===== config.mk =====
export PLATFORM = sky130hd
export DESIGN_NAME = lpm_sequencer
export DESIGN_NICKNAME = d
export VERILOG_FILES = /design/src/inc/lpm_pkg.sv /design/src/rtl/lpm_sequencer.sv
export SDC_FILE = /design/constraint.sdc
export NUM_CORES = 1
export LEC_CHECK = 0
export BUFFER_PORTS_ARGS = -buffer_cell sky130_fd_sc_hd__buf_2
export CAP_MARGIN = 40
export CORE_UTILIZATION = 50
export DETAILED_ROUTE_END_ITERATION = 6
export PLACE_DENSITY = 0.81
export SYNTH_ARGS = -nofsm -noshare
export SYNTH_HDL_FRONTEND = slang
export SYNTH_SLANG_ARGS = --single-unit

===== constraint.sdc =====
create_clock -name mclk -period 9.03 [get_ports mclk]
set_clock_uncertainty 0.2 [all_clocks]
set_input_delay 1.806 -clock mclk [delete_from_list [all_inputs] [get_ports mclk]]
set_output_delay 1.806 -clock mclk [all_outputs]
set_load 0.02 [all_outputs]

===== src/inc/lpm_pkg.sv =====
// Package for the low-power mode sequencer: offsets, layouts, reset values, timing
package lpm_pkg;
  localparam logic [11:0] OFF_STANDBY_CTRL = 12'h000;
  localparam logic [11:0] OFF_DEEP_CTRL = 12'h004;
  localparam logic [11:0] OFF_MSTOP_A = 12'h008;
  localparam logic [11:0] OFF_MSTOP_B = 12'h00C;
  localparam logic [11:0] OFF_MSTOP_C = 12'h010;
  localparam logic [11:0] OFF_STATUS = 12'h014;
  localparam logic [11:0] OFF_WAKE_ENABLE = 12'h018;

  // Bit positions
  localparam int BIT_STANDBY_SELECT = 15;
  localparam int BIT_DEEP_STANDBY_SELECT = 7;
  localparam int BIT_RAM0_RETAIN = 0;
  localparam int BIT_ALL_CLOCK_STOP_ENABLE = 31;
  localparam int BIT_TIMER_KEEP_RUNNING = 5;

  // Reset values
  localparam logic [31:0] RST_STANDBY_CTRL = 32'h0000_0000;
  localparam logic [31:0] RST_DEEP_CTRL = 32'h0000_0000;
  localparam logic [31:0] RST_MSTOP_A = 32'h4FFF_FFCF;
  localparam logic [31:0] RST_MSTOP_B = 32'hFFFF_FFFF;
  localparam logic [31:0] RST_MSTOP_C = 32'hFFFF_0000;
  localparam logic [31:0] RST_WAKE_ENABLE = 32'hFFFF_FFFF;

  // All-clock-stop qualification patterns on module stop A and C
  localparam logic [31:0] MSTOP_A_MASK = 32'hFFFF_FFCF;
  localparam logic [31:0] MSTOP_A_MATCH = 32'hFFFF_FFCF;
  localparam logic [15:0] MSTOP_C_HIGH_ONES = 16'hFFFF;

  // Internal reset hold after deep wake
  localparam int DEEP_RESET_HOLD_NS = 1000;
  localparam int CLK_PERIOD_NS = 8;
  localparam int DEEP_RESET_CYCLES = (DEEP_RESET_HOLD_NS + CLK_PERIOD_NS - 1) / CLK_PERIOD_NS;

  typedef enum logic [2:0] {
    LPM_NORMAL,
    LPM_SLEEP,
    LPM_ALL_CLOCK_STOP,
    LPM_SW_STANDBY,
    LPM_DEEP_STANDBY,
    LPM_DEEP_RESET
  } lpm_mode_e;

  // Peripheral wake sources
  typedef struct packed {
    logic timer8;
    logic rtc_alarm;
    logic rtc_period;
    logic watchdog;
    logic usb_suspend_resume;
    logic volt_mon1;
    logic volt_mon2;
    logic osc_stop;
  } lpm_periph_wake_s;

  // Deep standby pin wake sources
  typedef struct packed {
    logic [15:0] deep_wake_ext_line;
    logic deep_wake_serial_clock;
    logic deep_wake_serial_data;
    logic deep_wake_can_receive;
  } lpm_deep_pins_s;

  typedef struct packed {
    logic cpu_clk_en;
    logic module_clk_en;
    logic timer_clk_en;
    logic module_retain;
    logic module_power_off;
    logic ram0_power_off;
    logic internal_reset;
    logic clk_from_low_speed_onchip_osc;
  } lpm_ctrl_s;
endpackage


===== src/rtl/lpm_sequencer.sv =====
// Low-power mode sequencer with APB register access
`timescale 1ns/1ps
// How it works
// - Wait picks clock stop if fully qualified, else sleep
// - NMI and ext lines wake clock stop, standby
// - Clock stop also woken by listed peripherals
// - Wait with standby, no deep: software standby
// - Standby woken by peripherals except timer, osc-stop
// - Wait with standby and deep: deep standby
// - Deep standby woken only by listed sources
// - Deep wake holds internal reset, releases together
// - After deep recovery run normal on low-speed oscillator
// - Timer pair may keep running in clock stop
// - Retained modules keep registers, resume later
// - Undetermined modules powered off, contents undefined
// - RAM0 retention in deep standby is selectable
module lpm_sequencer #(
  parameter int DEEP_HOLD = lpm_pkg::DEEP_RESET_CYCLES
) (
  input wire logic mclk,
  input wire logic rst,
  input wire logic psel,
  input wire logic penable,
  input wire logic pwrite,
  input wire logic [11:0] paddr,
  input wire logic [31:0] pwdata,
  output logic [31:0] prdata,
  output logic pready,
  output logic pslverr,
  input wire logic wait_exec,
  input wire logic [15:0] irq_pending,
  input wire logic nmi,
  input wire logic [15:0] ext_irq,
  input wire lpm_pkg::lpm_periph_wake_s periph_wake,
  input wire lpm_pkg::lpm_deep_pins_s deep_pins,
  output lpm_pkg::lpm_ctrl_s ctrl,
  output lpm_pkg::lpm_mode_e mode
);
  lpm_pkg::lpm_mode_e next_mode;
  logic [31:0] standby_control_reg, next_standby_control_reg;
  logic [31:0] deep_standby_control_reg, next_deep_standby_control_reg;
  logic [31:0] module_stop_ctrl_a, next_module_stop_ctrl_a;
  logic [31:0] module_stop_ctrl_b, next_module_stop_ctrl_b;
  logic [31:0] module_stop_ctrl_c, next_module_stop_ctrl_c;
  logic [31:0] wake_enable, next_wake_enable;
  logic [31:0] next_prdata;
  logic next_pready, next_pslverr;
  logic [15:0] hold_cnt, next_hold_cnt;
  lpm_pkg::lpm_ctrl_s next_ctrl;
  logic deep_recovered, next_deep_recovered;
  logic wr_ok, rd_ok;
  logic ext_wake, clock_stop_ok, wake_sleep, wake_acs, wake_ssb, wake_deep;

  function automatic logic addr_mapped(input logic [11:0] a);
    addr_mapped = (a == lpm_pkg::OFF_STANDBY_CTRL) || (a == lpm_pkg::OFF_DEEP_CTRL) ||
                  (a == lpm_pkg::OFF_MSTOP_A) || (a == lpm_pkg::OFF_MSTOP_B) ||
                  (a == lpm_pkg::OFF_MSTOP_C) || (a == lpm_pkg::OFF_STATUS) ||
                  (a == lpm_pkg::OFF_WAKE_ENABLE);
  endfunction

  // APB: one wait state; a write lands only at the edge where the master sees pready high
  assign wr_ok = psel && penable && pready && pwrite;
  assign rd_ok = psel && penable && !pready && !pwrite;

  // Wake conditions
  assign ext_wake = nmi || (|(ext_irq & wake_enable[15:0]));
  assign clock_stop_ok = module_stop_ctrl_a[lpm_pkg::BIT_ALL_CLOCK_STOP_ENABLE] &&
                         ((module_stop_ctrl_a & lpm_pkg::MSTOP_A_MASK) == lpm_pkg::MSTOP_A_MATCH) &&
                         (module_stop_ctrl_b == 32'hFFFF_FFFF) &&
                         (module_stop_ctrl_c[31:16] == lpm_pkg::MSTOP_C_HIGH_ONES);
  assign wake_sleep = nmi || (|irq_pending) || ext_wake;
  assign wake_acs = ext_wake || periph_wake.timer8 || periph_wake.rtc_alarm || periph_wake.rtc_period ||
                    periph_wake.watchdog || periph_wake.usb_suspend_resume || periph_wake.volt_mon1 ||
                    periph_wake.volt_mon2 || periph_wake.osc_stop;
  assign wake_ssb = ext_wake || periph_wake.rtc_alarm || periph_wake.rtc_period || periph_wake.watchdog ||
                    periph_wake.usb_suspend_resume || periph_wake.volt_mon1 || periph_wake.volt_mon2;
  assign wake_deep = nmi || (|deep_pins.deep_wake_ext_line) || deep_pins.deep_wake_serial_clock ||
                     deep_pins.deep_wake_serial_data || deep_pins.deep_wake_can_receive ||
                     periph_wake.rtc_alarm || periph_wake.rtc_period || periph_wake.usb_suspend_resume ||
                     periph_wake.volt_mon1 || periph_wake.volt_mon2;

  always_comb begin
    next_mode = mode;
    next_hold_cnt = hold_cnt;
    next_deep_recovered = deep_recovered;
    case (mode)
      lpm_pkg::LPM_NORMAL: begin
        if (wait_exec) begin
          if (!standby_control_reg[lpm_pkg::BIT_STANDBY_SELECT]) begin
            next_mode = clock_stop_ok ? lpm_pkg::LPM_ALL_CLOCK_STOP : lpm_pkg::LPM_SLEEP;
          end else if (deep_standby_control_reg[lpm_pkg::BIT_DEEP_STANDBY_SELECT]) begin
            next_mode = lpm_pkg::LPM_DEEP_STANDBY;
          end else begin
            next_mode = lpm_pkg::LPM_SW_STANDBY;
          end
        end
      end
      lpm_pkg::LPM_SLEEP: if (wake_sleep) next_mode = lpm_pkg::LPM_NORMAL;
      lpm_pkg::LPM_ALL_CLOCK_STOP: if (wake_acs) next_mode = lpm_pkg::LPM_NORMAL;
      lpm_pkg::LPM_SW_STANDBY: if (wake_ssb) next_mode = lpm_pkg::LPM_NORMAL;
      lpm_pkg::LPM_DEEP_STANDBY: begin
        if (wake_deep) begin
          next_mode = lpm_pkg::LPM_DEEP_RESET;
          next_hold_cnt = 16'(DEEP_HOLD - 1);
        end
      end
      lpm_pkg::LPM_DEEP_RESET: begin
        if (hold_cnt == 16'h0000) begin
          next_mode = lpm_pkg::LPM_NORMAL;
          next_deep_recovered = 1'b1;
        end else begin
          next_hold_cnt = hold_cnt - 16'h0001;
        end
      end
      default: next_mode = lpm_pkg::LPM_NORMAL;
    endcase
    if (rd_ok && paddr == lpm_pkg::OFF_STATUS) next_deep_recovered = 1'b0;
    if (next_mode == lpm_pkg::LPM_NORMAL && mode == lpm_pkg::LPM_DEEP_RESET) next_deep_recovered = 1'b1;
  end

  // Outputs per mode
  always_comb begin
    next_ctrl = '0;
    next_ctrl.clk_from_low_speed_onchip_osc = ctrl.clk_from_low_speed_onchip_osc;
    case (next_mode)
      lpm_pkg::LPM_NORMAL: begin
        next_ctrl.cpu_clk_en = 1'b1;
        next_ctrl.module_clk_en = 1'b1;
        next_ctrl.timer_clk_en = 1'b1;
      end
      lpm_pkg::LPM_SLEEP: begin
        next_ctrl.module_clk_en = 1'b1;
        next_ctrl.timer_clk_en = 1'b1;
        next_ctrl.module_retain = 1'b1;
      end
      lpm_pkg::LPM_ALL_CLOCK_STOP: begin
        next_ctrl.timer_clk_en = module_stop_ctrl_a[lpm_pkg::BIT_TIMER_KEEP_RUNNING] == 1'b0;
        next_ctrl.module_retain = 1'b1;
      end
      lpm_pkg::LPM_SW_STANDBY: next_ctrl.module_retain = 1'b1;
      lpm_pkg::LPM_DEEP_STANDBY: begin
        next_ctrl.module_power_off = 1'b1;
        next_ctrl.ram0_power_off = !deep_standby_control_reg[lpm_pkg::BIT_RAM0_RETAIN];
      end
      lpm_pkg::LPM_DEEP_RESET: begin
        next_ctrl.module_power_off = 1'b1;
        next_ctrl.ram0_power_off = !deep_standby_control_reg[lpm_pkg::BIT_RAM0_RETAIN];
        next_ctrl.internal_reset = 1'b1;
        next_ctrl.clk_from_low_speed_onchip_osc = 1'b1;
      end
      default: next_ctrl.cpu_clk_en = 1'b1;
    endcase
  end

  // Register writes and APB answers
  always_comb begin
    next_standby_control_reg = standby_control_reg;
    next_deep_standby_control_reg = deep_standby_control_reg;
    next_module_stop_ctrl_a = module_stop_ctrl_a;
    next_module_stop_ctrl_b = module_stop_ctrl_b;
    next_module_stop_ctrl_c = module_stop_ctrl_c;
    next_wake_enable = wake_enable;
    next_pready = psel && penable && !pready;
    next_pslverr = psel && penable && !pready && !addr_mapped(paddr);
    next_prdata = 32'h0000_0000;
    if (wr_ok) begin
      case (paddr)
        lpm_pkg::OFF_STANDBY_CTRL: next_standby_control_reg = pwdata;
        lpm_pkg::OFF_DEEP_CTRL: next_deep_standby_control_reg = pwdata;
        lpm_pkg::OFF_MSTOP_A: next_module_stop_ctrl_a = pwdata;
        lpm_pkg::OFF_MSTOP_B: next_module_stop_ctrl_b = pwdata;
        lpm_pkg::OFF_MSTOP_C: next_module_stop_ctrl_c = pwdata;
        lpm_pkg::OFF_WAKE_ENABLE: next_wake_enable = pwdata;
        default: next_wake_enable = wake_enable;
      endcase
    end
    if (rd_ok) begin
      case (paddr)
        lpm_pkg::OFF_STANDBY_CTRL: next_prdata = standby_control_reg;
        lpm_pkg::OFF_DEEP_CTRL: next_prdata = deep_standby_control_reg;
        lpm_pkg::OFF_MSTOP_A: next_prdata = module_stop_ctrl_a;
        lpm_pkg::OFF_MSTOP_B: next_prdata = module_stop_ctrl_b;
        lpm_pkg::OFF_MSTOP_C: next_prdata = module_stop_ctrl_c;
        lpm_pkg::OFF_STATUS: next_prdata = {24'h000000, ctrl.clk_from_low_speed_onchip_osc, deep_recovered, 3'b000, 3'(mode)};
        lpm_pkg::OFF_WAKE_ENABLE: next_prdata = wake_enable;
        default: next_prdata = 32'h0000_0000;
      endcase
    end
  end

  always_ff @(posedge mclk or posedge rst) begin
    if (rst) begin
      mode <= lpm_pkg::LPM_NORMAL;
      hold_cnt <= 16'h0000;
      deep_recovered <= 1'b0;
      ctrl <= 8'hC0;
      standby_control_reg <= lpm_pkg::RST_STANDBY_CTRL;
      deep_standby_control_reg <= lpm_pkg::RST_DEEP_CTRL;
      module_stop_ctrl_a <= lpm_pkg::RST_MSTOP_A;
      module_stop_ctrl_b <= lpm_pkg::RST_MSTOP_B;
      module_stop_ctrl_c <= lpm_pkg::RST_MSTOP_C;
      wake_enable <= lpm_pkg::RST_WAKE_ENABLE;
      prdata <= 32'h0000_0000;
      pready <= 1'b0;
      pslverr <= 1'b0;
    end else begin
      mode <= next_mode;
      hold_cnt <= next_hold_cnt;
      deep_recovered <= next_deep_recovered;
      ctrl <= next_ctrl;
      standby_control_reg <= next_standby_control_reg;
      deep_standby_control_reg <= next_deep_standby_control_reg;
      module_stop_ctrl_a <= next_module_stop_ctrl_a;
      module_stop_ctrl_b <= next_module_stop_ctrl_b;
      module_stop_ctrl_c <= next_module_stop_ctrl_c;
      wake_enable <= next_wake_enable;
      prdata <= next_prdata;
      pready <= next_pready;
      pslverr <= next_pslverr;
    end
  end

  // Checks
  property p_sleep_pick;
    @(posedge mclk) disable iff (rst)
    (mode == lpm_pkg::LPM_NORMAL && wait_exec && !standby_control_reg[lpm_pkg::BIT_STANDBY_SELECT] &&
     !clock_stop_ok) |=> mode == lpm_pkg::LPM_SLEEP;
  endproperty
  a_sleep_pick: assert property (p_sleep_pick) else $error("sleep not entered");
  property p_acs_pick;
    @(posedge mclk) disable iff (rst)
    (mode == lpm_pkg::LPM_NORMAL && wait_exec && !standby_control_reg[lpm_pkg::BIT_STANDBY_SELECT] &&
     clock_stop_ok) |=> mode == lpm_pkg::LPM_ALL_CLOCK_STOP;
  endproperty
  a_acs_pick: assert property (p_acs_pick) else $error("clock stop not entered");
  property p_sleep_wake;
    @(posedge mclk) disable iff (rst) (mode == lpm_pkg::LPM_SLEEP && |irq_pending) |=> mode == lpm_pkg::LPM_NORMAL;
  endproperty
  a_sleep_wake: assert property (p_sleep_wake) else $error("sleep wake lost");
  property p_nmi_wake;
    @(posedge mclk) disable iff (rst)
    ((mode == lpm_pkg::LPM_ALL_CLOCK_STOP || mode == lpm_pkg::LPM_SW_STANDBY) && nmi) |=> mode == lpm_pkg::LPM_NORMAL;
  endproperty
  a_nmi_wake: assert property (p_nmi_wake) else $error("nmi wake lost");
  property p_ssb_no_timer;
    @(posedge mclk) disable iff (rst)
    (mode == lpm_pkg::LPM_SW_STANDBY && !wake_ssb) |=> mode == lpm_pkg::LPM_SW_STANDBY;
  endproperty
  a_ssb_no_timer: assert property (p_ssb_no_timer) else $error("standby left without wake");
  property p_ssb_pick;
    @(posedge mclk) disable iff (rst)
    (mode == lpm_pkg::LPM_NORMAL && wait_exec && standby_control_reg[lpm_pkg::BIT_STANDBY_SELECT] &&
     !deep_standby_control_reg[lpm_pkg::BIT_DEEP_STANDBY_SELECT]) |=> mode == lpm_pkg::LPM_SW_STANDBY;
  endproperty
  a_ssb_pick: assert property (p_ssb_pick) else $error("standby not entered");
  property p_deep_hold;
    @(posedge mclk) disable iff (rst)
    (mode == lpm_pkg::LPM_DEEP_STANDBY && wake_deep) |=> ##1 ctrl.internal_reset [*2];
  endproperty
  a_deep_hold: assert property (p_deep_hold) else $error("internal reset not held");
  property p_deep_stay;
    @(posedge mclk) disable iff (rst)
    (mode == lpm_pkg::LPM_DEEP_STANDBY && !wake_deep) |=> mode == lpm_pkg::LPM_DEEP_STANDBY;
  endproperty
  a_deep_stay: assert property (p_deep_stay) else $error("deep standby left without wake");
  property p_deep_pick;
    @(posedge mclk) disable iff (rst)
    (mode == lpm_pkg::LPM_NORMAL && wait_exec && standby_control_reg[lpm_pkg::BIT_STANDBY_SELECT] &&
     deep_standby_control_reg[lpm_pkg::BIT_DEEP_STANDBY_SELECT]) |=> mode == lpm_pkg::LPM_DEEP_STANDBY;
  endproperty
  a_deep_pick: assert property (p_deep_pick) else $error("deep standby not entered");
  property p_ext_wake;
    @(posedge mclk) disable iff (rst)
    ((mode == lpm_pkg::LPM_ALL_CLOCK_STOP || mode == lpm_pkg::LPM_SW_STANDBY) && ext_wake) |=>
      mode == lpm_pkg::LPM_NORMAL;
  endproperty
  a_ext_wake: assert property (p_ext_wake) else $error("external line wake lost");
  property p_acs_periph;
    @(posedge mclk) disable iff (rst)
    (mode == lpm_pkg::LPM_ALL_CLOCK_STOP && (periph_wake.timer8 || periph_wake.osc_stop)) |=>
      mode == lpm_pkg::LPM_NORMAL;
  endproperty
  a_acs_periph: assert property (p_acs_periph) else $error("clock stop peripheral wake lost");
  property p_deep_release;
    @(posedge mclk) disable iff (rst)
    (mode == lpm_pkg::LPM_DEEP_RESET && hold_cnt == 16'h0000) |=>
      (mode == lpm_pkg::LPM_NORMAL && !ctrl.internal_reset && ctrl.clk_from_low_speed_onchip_osc);
  endproperty
  a_deep_release: assert property (p_deep_release) else $error("deep recovery not released together");
  property p_deep_power;
    @(posedge mclk) disable iff (rst)
    (mode == lpm_pkg::LPM_DEEP_STANDBY || mode == lpm_pkg::LPM_DEEP_RESET) |-> ctrl.module_power_off;
  endproperty
  a_deep_power: assert property (p_deep_power) else $error("modules powered in deep standby");
  property p_cpu_stopped;
    @(posedge mclk) disable iff (rst) mode != lpm_pkg::LPM_NORMAL |-> !ctrl.cpu_clk_en;
  endproperty
  a_cpu_stopped: assert property (p_cpu_stopped) else $error("cpu clock running in low power");
  property p_run_normal;
    @(posedge mclk) disable iff (rst) mode == lpm_pkg::LPM_NORMAL |-> (ctrl.cpu_clk_en && ctrl.module_clk_en);
  endproperty
  a_run_normal: assert property (p_run_normal) else $error("normal mode without clocks");
  c_sleep: cover property (@(posedge mclk) disable iff (rst) mode == lpm_pkg::LPM_SLEEP);
  c_acs: cover property (@(posedge mclk) disable iff (rst) mode == lpm_pkg::LPM_ALL_CLOCK_STOP);
  c_deep_back: cover property (@(posedge mclk) disable iff (rst)
    mode == lpm_pkg::LPM_DEEP_RESET ##1 mode == lpm_pkg::LPM_NORMAL);
  c_ssb: cover property (@(posedge mclk) disable iff (rst) mode == lpm_pkg::LPM_SW_STANDBY);
  c_deep: cover property (@(posedge mclk) disable iff (rst) mode == lpm_pkg::LPM_DEEP_STANDBY);
endmodule // lpm_sequencer


==> results by group, run 1 <==
Finish
  • Ratio of cells with drive above 1 in the final layout: 54.7%
  • Fillers: 1610
  • Register area: about 6500 sq um
  • Area of the multi-input gates: approximately 4300 sq um
  • NumNets Final: between 1000 and 1500
  • P&R area growth vs syn: 18.5%

Synth
  • Post-Syn Area: roughly 11000 sq um
  • Most used flip-flop cell after synthesis: dfrtp_1
  • Yosys reg bits: 254
  • YS warnings: 0
  • Yosys top cell by area: dfrtp_1
  • Synth async-reset ratio: 100%
  • Synth Net Count: 910
  • Seq/Total Area, Yosys: between 50% and 60%
  • Average size of a mapped cell: 13.7 sq um
  • Top-count cell post-synth: mux2_2
  • Top post-synthesis cells by count: mux2_2, dfrtp_1, dfstp_2
  • Post-synth EDFFs: 0
  • Synth cell types: 54
  • Synth top area share: 33.2%
  • Area contributors post-synth: dfrtp_1, dfstp_2, mux2_2
  • Mapped Cells: between 700 and 800

CTS
  • Total CTS buffers: 25
  • Total setup buffers inserted after CTS: 0
  • Clock transition at path regs: 0.06 ns
  • CTS root buffer: clkbuf_16
  • Post-cts sizing count: 0
  • CTS tree: built
  • CTS sink cnt: 254
  • Htree depth: 1
  • Cts hold-fix bufs: 0
  • Maximum clock path buffer count: 3
  • Clk_lat worst skew: slightly above 0.5 ns

Route
  • Post-DR wirelength/cell: ~22 um
  • Via count: around 7700
  • Initial drt markers: between 500 and 600
  • Routed Antenna Nets: 0
  • DRC errors left: 0
  • DR pass1 iterations: 5
  • Vias/cell: 6.20
  • Final wirelength: 27700 um

Floorplan
  • Core footprint: about 21000 sq um
  • Die span in x: ~150 um
  • Die Ht: ~150 um
  • Rows: 53
  • Top Ports: 155
  • Initial core utilization: between 50% and 60%
  • Die Area: between 20000 and 25000 sq um

Critical path
  • Critical path's slowest cell: and3_2
  • Crit path arrival time: roughly 4.5 ns
  • Crit. Startpoint: paddr[9]
  • Crit Path Max Fanout: 32
  • Crit-path cells: buf_2 -> nor4_1 -> nand3_1 -> nor2_1 -> and3_2 -> nor2b_2 -> buf_4 -> mux2_2
  • Max incr delay on CP: roughly 0.76 ns
  • Crit. End Element: flip-flop
  • R2R Path Start: wake_enable[6]
  • Reg2reg path depth: 6
  • Crit Path Category: in -> reg
  • Worst Path Required: just over 9 ns
  • R2R Path End: ctrl[5]
  • FF-to-FF setup slack: ~6.3 ns
  • CP Launch Type: input port
  • CP Capture Point: wake_enable[3]

Run status
  • Outcome: finished, final reports clean

Timing
  • Period utilization: a little under half
  • Final Critical Period: 4.28 ns
  • RSZ-0062 raised after global routing: false
  • Final worst-path setup slack: roughly 4.8 ns
  • Tightest hold margin: 0.295 ns
  • Max Fclk: 234 MHz
  • Max-slew headroom: roughly 39%
  • # setup viols final: 0
  • Final Hold Fails: 0
  • Fin. max-slew vios: 0
  • Setup TNS: 0 ns
  • Slew @ Worst Pin: roughly 0.92 ns

Placed design
  • Dpl hpwl: roughly 18000 um
  • Pre-CTS WS: 4.27 ns
  • Port Buffers: 154
  • GPL Wtd Cong: 0.772

Global route
  • First-pass GRT wire length: around 43000 um
  • Total grt overflow: 0
  • Largest net degree at the start of global routing: roughly 100
  • GRT Total Usage: ~25%
  • Vias in the first global route: just under 8000
  • Initial antenna violation count: 1

Power
  • Power Density: between 150 and 200 nW/um^2
  • Worst vdd ir: around 0.16 mV
  • Leak: between 5 and 6 nW

Hold path
  • Min-delay worst type: reg -> reg

Job
  • Max_cap viols: 0
## worst min path at each step
stage                                        end                         from  cells after the start  slack, ns
after floorplan                          ctrl[2]  deep_standby_control_reg[0]                      1       0.22
after global placement     module_stop_ctrl_c[3]        module_stop_ctrl_c[3]                      1       0.27
after detailed placement   module_stop_ctrl_c[3]        module_stop_ctrl_c[3]                      1       0.28
after CTS                  module_stop_ctrl_c[3]        module_stop_ctrl_c[3]                      1       0.29
after global routing      module_stop_ctrl_c[13]       module_stop_ctrl_c[13]                      1       0.31
final                      module_stop_ctrl_c[3]        module_stop_ctrl_c[3]                      1       0.29
## critical path, delay by kind of cell
family | cells | cell delay [ns]
AND/OR/NAND/NOR | 5 | 1.75
multiplexers | 1 | 0.41
buffers and inverters | 2 | 0.52
## routing by layer
| metal | track usage (%) | vias up | part of all wire, % |
|---|---|---|---|
| met1 | 33.6 | 3967 | 40 |
| li1 | - | 3352 | - |
| met4 | 6.67 | 0 | 2.1 |
| met5 | 0 | - | 0 |
| met3 | 4.27 | 47 | 7.8 |
| met2 | 42.6 | 348 | 50 |
## through the flow
step | instance area [sq um] | utilization, % | power (mW) | cells
after floorplan | 10900 | - | 1.19 | 799
after global placement | 12000 | 56.6 | 1.23 | 1194
after detailed placement | 12100 | 57.2 | 1.24 | 1199
after CTS | 13000 | 61.1 | 2.26 | 1244
after global routing | 13000 | 61.1 | 2.32 | 1244
final | 13000 | 61.1 | 2.25 | 1245
## kinds of logic (layout without fill, tap and decap cells)
kind of cell	Yosys count	after routing	share of synthesized area [%]
and+or+nand+nor	133	133	7.28
buffers and inverters	54	224	2.10
xor gates and xnor gates	12	12	0.961
other	0	1	0
AOI/OAI and AO/OA	152	152	10.3
DFF	254	254	59.4
muxes	193	193	19.9
adders and majority gates	1	1	0.114
## cell usage in the layout (no fill, tap or decap), drive strengths merged, types with 2 or more instances in the layout
cell type,instances
and2,2
or3,7
nand3b,3
or4,8
nor3,13
bufinv,2
mux2,192
and3,3
nand2b,8
a22oi,96
clkinv,2
nand2,9
o21ai,6
buf,170
inv,9
or2,2
a21oi,2
nand3,6
xnor2,6
dfrtp,145
nor4,15
a222oi,6
clkinvlp,2
a31oi,34
dfstp,109
nand4,24
nor2,26
xor2,6
nand4b,2
clkbuf,39
## cell type report
type	instances	share of cell area, %
flip-flops and latches	254	50.1
multi-input cells	491	33.0
repair buffers	170	7.65
clock buffers	39	5.62
well taps	275	2.65
clock inverters	6	0.656
inverters	9	0.319
diodes	1	0.0193
## where the power goes
group	total, mW	internal (mW)	switching (mW)
Clock	1.03	0.610	0.419
Combinational	0.0729	0.0243	0.0486
Sequential	1.14	1.14	0.00152
(Power assumes the default switching activity.)
==> inputs of run 2 (changes only) <==
Settings changed: ABC_AREA from default to 1, PLACE_DENSITY 0.81 to 0.78.
Clock period 9.03 ns to 4.23 ns, I/O delays scaled along.
==> run 2 against run 1 <==
Net effect:
- register-to-register slack worse by 4.3 ns
- largest power group unchanged
- non-clock buffer count down 4
- count of clock-buffer cells in the layout up 2
- first-iteration DRC count up 49%
- clock power up 130%
- critical path depth up 4
- wire length up 8.4%
- global-route usage up 0.34 points
- worst setup slack worse by 3.2 ns
- critical path type unchanged
==> results by group, run 2 <==
Run status
  • Outcome: finished, final reports clean (unchanged)

Synth
  • Mapped Cells: 1401 (was 799)
  • Average size of a mapped cell: 8.29 sq um (was 13.7 sq um)
  • Post-Syn Area: 11600 sq um (was 10900 sq um)
  • Yosys reg bits: 254 (unchanged)
  • Synth cell types: 37 (was 54)
  • Yosys top cell by area: dfrtp_1 (unchanged)
  • Top post-synthesis cells by count: nand2_1, o21ai_0, dfrtp_1 (was mux2_2, dfrtp_1, dfstp_2)
  • Seq/Total Area, Yosys: 55.9% (was 59.4%)
  • Most used flip-flop cell after synthesis: dfrtp_1 (unchanged)
  • Top-count cell post-synth: nand2_1 (was mux2_2)
  • Synth Net Count: 1512 (was 910)
  • Synth top area share: 31.2% (was 33.2%)
  • Area contributors post-synth: dfrtp_1, dfstp_2, nand2_1 (was dfrtp_1, dfstp_2, mux2_2)
  • YS warnings: 0 (unchanged)
  • Post-synth EDFFs: 0 (unchanged)
  • Synth async-reset ratio: 100% (unchanged)

Timing
  • Setup TNS: 0 ns (unchanged)
  • Max Fclk: roughly 370 MHz
  • Period utilization: 63.9%
  • # setup viols final: 0 (unchanged)
  • Final Critical Period: roughly 2.7 ns
  • Final worst-path setup slack: 1.53 ns (was 4.75 ns)
  • RSZ-0062 raised after global routing: false (unchanged)
  • Max-slew headroom: 39.2% (was 38.7%)
  • Fin. max-slew vios: 0 (unchanged)
  • Final Hold Fails: 0 (unchanged)
  • Tightest hold margin: 0.263 ns (was 0.295 ns)
  • Slew @ Worst Pin: 0.910 ns (was 0.917 ns)

Critical path
  • Buf/Inv on CP: 2 (unchanged)
  • CP delay by family, top: simple AND/OR/NAND/NOR gates (unchanged)
  • Crit Path Category: in -> reg (unchanged)
  • Worst Path Required: 4.46 ns (was 9.27 ns)
  • CP Launch Type: input port (unchanged)
  • Crit path arrival time: 2.93 ns (was 4.52 ns)
  • Critical path's slowest cell: nand2_2 (was and3_2)
  • Crit Path Max Fanout: 30 (was 32)
  • Crit. End Element: flip-flop (unchanged)
  • Max incr delay on CP: 0.43 ns (was 0.76 ns)
  • Crit-path cells: buf_2 -> nor2_2 -> nand2_2 -> nor2_4 -> inv_2 -> nor2_4 -> nand2_2 -> nor2_4 -> nor3_1 -> nand3_2 -> nand2_2 -> nor2_1 (was buf_2 -> nor4_1 -> nand3_1 -> nor2_1 -> and3_2 -> nor2b_2 -> buf_4 -> mux2_2)

Route
  • DRC errors left: 0 (unchanged)
  • DR pass1 iterations: 5 (unchanged)
  • Via count: 9979 (was 7714)
  • Initial drt markers: 824 (was 554)
  • Post-DR wirelength/cell: 16.3 um (was 22.2 um)
  • Vias/cell: 5.41 (was 6.20)
  • Final wirelength: 30000 um (was 27700 um)
  • Routed Antenna Nets: 0 (unchanged)

Placed design
  • Port Buffers: 154 (unchanged)
  • Dpl cells: 1795 (was 1199)
  • Placed Area: 12600 sq um (was 12100 sq um)
  • Dpl hpwl: 20100 um (was 17600 um)
  • Pre-CTS WS: 1.01 ns (was 4.27 ns)
  • GPL Wtd Cong: 0.906 (was 0.772)

Finish
  • Fillers: 2000 (was 1610)
  • Commonest non-fill, non-tap cells in the layout: nand2_1, buf_2, o21ai_0 (was mux2_2, buf_2, dfrtp_1)
  • P&R area growth vs syn: 16.3% (was 18.5%)
  • Fin area: 13500 sq um (was 13000 sq um)
  • Most common library cell in the layout ignoring fill and taps: nand2_1 (was mux2_2)
  • Finished Layout Cells: 1845 (was 1245)
  • Ratio of cells with drive above 1 in the final layout: 22.8% (was 54.7%)
  • Antenna Cells: 0 (was 1)
  • Final Util: 59.5% (was 61.1%)
  • NumNets Final: 1650 (was 1062)

Power
  • Power Density: 392 nW/um^2 (was 173 nW/um^2)
  • Internal: 4.02 mW (was 1.78 mW)
  • Comb power frac: 7.7% (was 3.2%)
  • Switching power: 1.27 mW (was 470 uW)
  • Switching Fraction: 23.9% (was 20.9%)
  • Clock power share: 44.5% (was 45.8%)
  • Leak: 5.96 nW (was 5.68 nW)
  • Worst vdd ir: 0.244 mV (was 0.158 mV)
  • Reg power frac: 47.8% (was 50.9%)
  • PnR Total Power: 5.29 mW (was 2.25 mW)

CTS
  • CTS tree: built (unchanged)
  • Total CTS buffers: 27 (was 25)
  • Htree depth: 1 (unchanged)
  • Maximum clock path buffer count: 3 (unchanged)
  • Post-cts sizing count: 0 (unchanged)
  • Total setup buffers inserted after CTS: 0 (unchanged)
  • CTS root buffer: clkbuf_16 (unchanged)
  • CTS sink cnt: 254 (unchanged)
  • Cts hold-fix bufs: 0 (unchanged)
  • Clk_lat worst skew: 0.54 ns (was 0.51 ns)
  • Clock transition at path regs: 0.06 ns (about the same)

Hold path
  • Min-delay worst type: in -> async (was reg -> reg)

Global route
  • Largest net degree at the start of global routing: 109 (was 101)
  • Vias in the first global route: 9346 (was 7682)
  • First-pass GRT wire length: 48000 um (was 43100 um)
  • Total grt overflow: 0 (unchanged)
  • Initial antenna violation count: 0 (was 1)
  • GRT Total Usage: 25.5% (was 25.2%)

Floorplan
  • Top Ports: 155 (unchanged)
  • Core footprint: 22700 sq um (was 21200 sq um)
  • Die Area: 23900 sq um (was 22500 sq um)
  • Die span in x: 154 um (was 150 um)
  • Rows: 55 (was 53)
  • Initial core utilization: 51.2% (was 51.5%)
  • Die Ht: 154 um (was 150 um)

Job
  • Max_cap viols: 0 (unchanged)
[run 2: cell types whose count changed after synthesis, sizes merged, moves of 96 or more]
cell / previous run / this run
a22oi: 96 / 0
nor2: 26 / 124
mux2: 192 / 0
inv: 9 / 141
nand2: 9 / 431
o21ai: 6 / 227
[run 2: final cells by class]
class	count	area (sq um)	share of cell area, %
Clock inverter	9	101	0.750
Timing Repair Buffer	166	911	6.74
Inverter	141	533	3.95
Sequential cell	254	6490	48.1
Tap cell	285	357	2.64
Multi-Input combinational cell	949	4330	32.0
Clock buffer	41	788	5.83
[run 2: logic make-up after synthesis]
kind of cell	count (synthesis)	synth area share (%)
xor+xnor	2	0.151
fa+ha+maj	1	0.108
simple gates	665	24.0
flops	254	55.9
compound gates	281	13.0
buf+inv	198	6.87
[run 2: path summary, 6_finish.rpt]
path / startpoint / endpoint / slack [ns] / cells past startpoint
worst min-delay path: rst / prdata[11] / 0.26 / 3
worst max-delay path: paddr[5] / prdata[28] / 1.53 / 12
worst min register to register: module_stop_ctrl_a[8] / module_stop_ctrl_a[8] / 0.28 / 2
max in group asynchronous: rst / hold_cnt[3] / 3.00 / 3
worst max register to register: pready / module_stop_ctrl_c[5] / 1.96 / 6
min in group mclk: module_stop_ctrl_a[8] / module_stop_ctrl_a[8] / 0.28 / 2
[run 2: tightest hold or removal path: stages]
cell	delay [ns]
buf_2	0.11
clkinvlp_4	0.11
buf_12	0.37
[run 2: power groups by stage]
stage | Combinational [mW] | Clock [mW] | Sequential (mW)
after floorplan | 0.224 | 0 | 2.59
after global placement | 0.398 | 0 | 2.57
after detailed placement | 0.407 | 0 | 2.57
after CTS | 0.413 | 2.38 | 2.53
after global routing | 0.459 | 2.47 | 2.53
final | 0.410 | 2.35 | 2.53
[run 2: per-layer routing]
metal  track usage [%]  wire length, um  vias to the layer above
li1                  -                -                     4811
met2              41.3            13800                      404
met4              8.16              755                        0
met1              35.4            13200                     4689
met3              4.01             2270                       75
met5                 0                0                        -
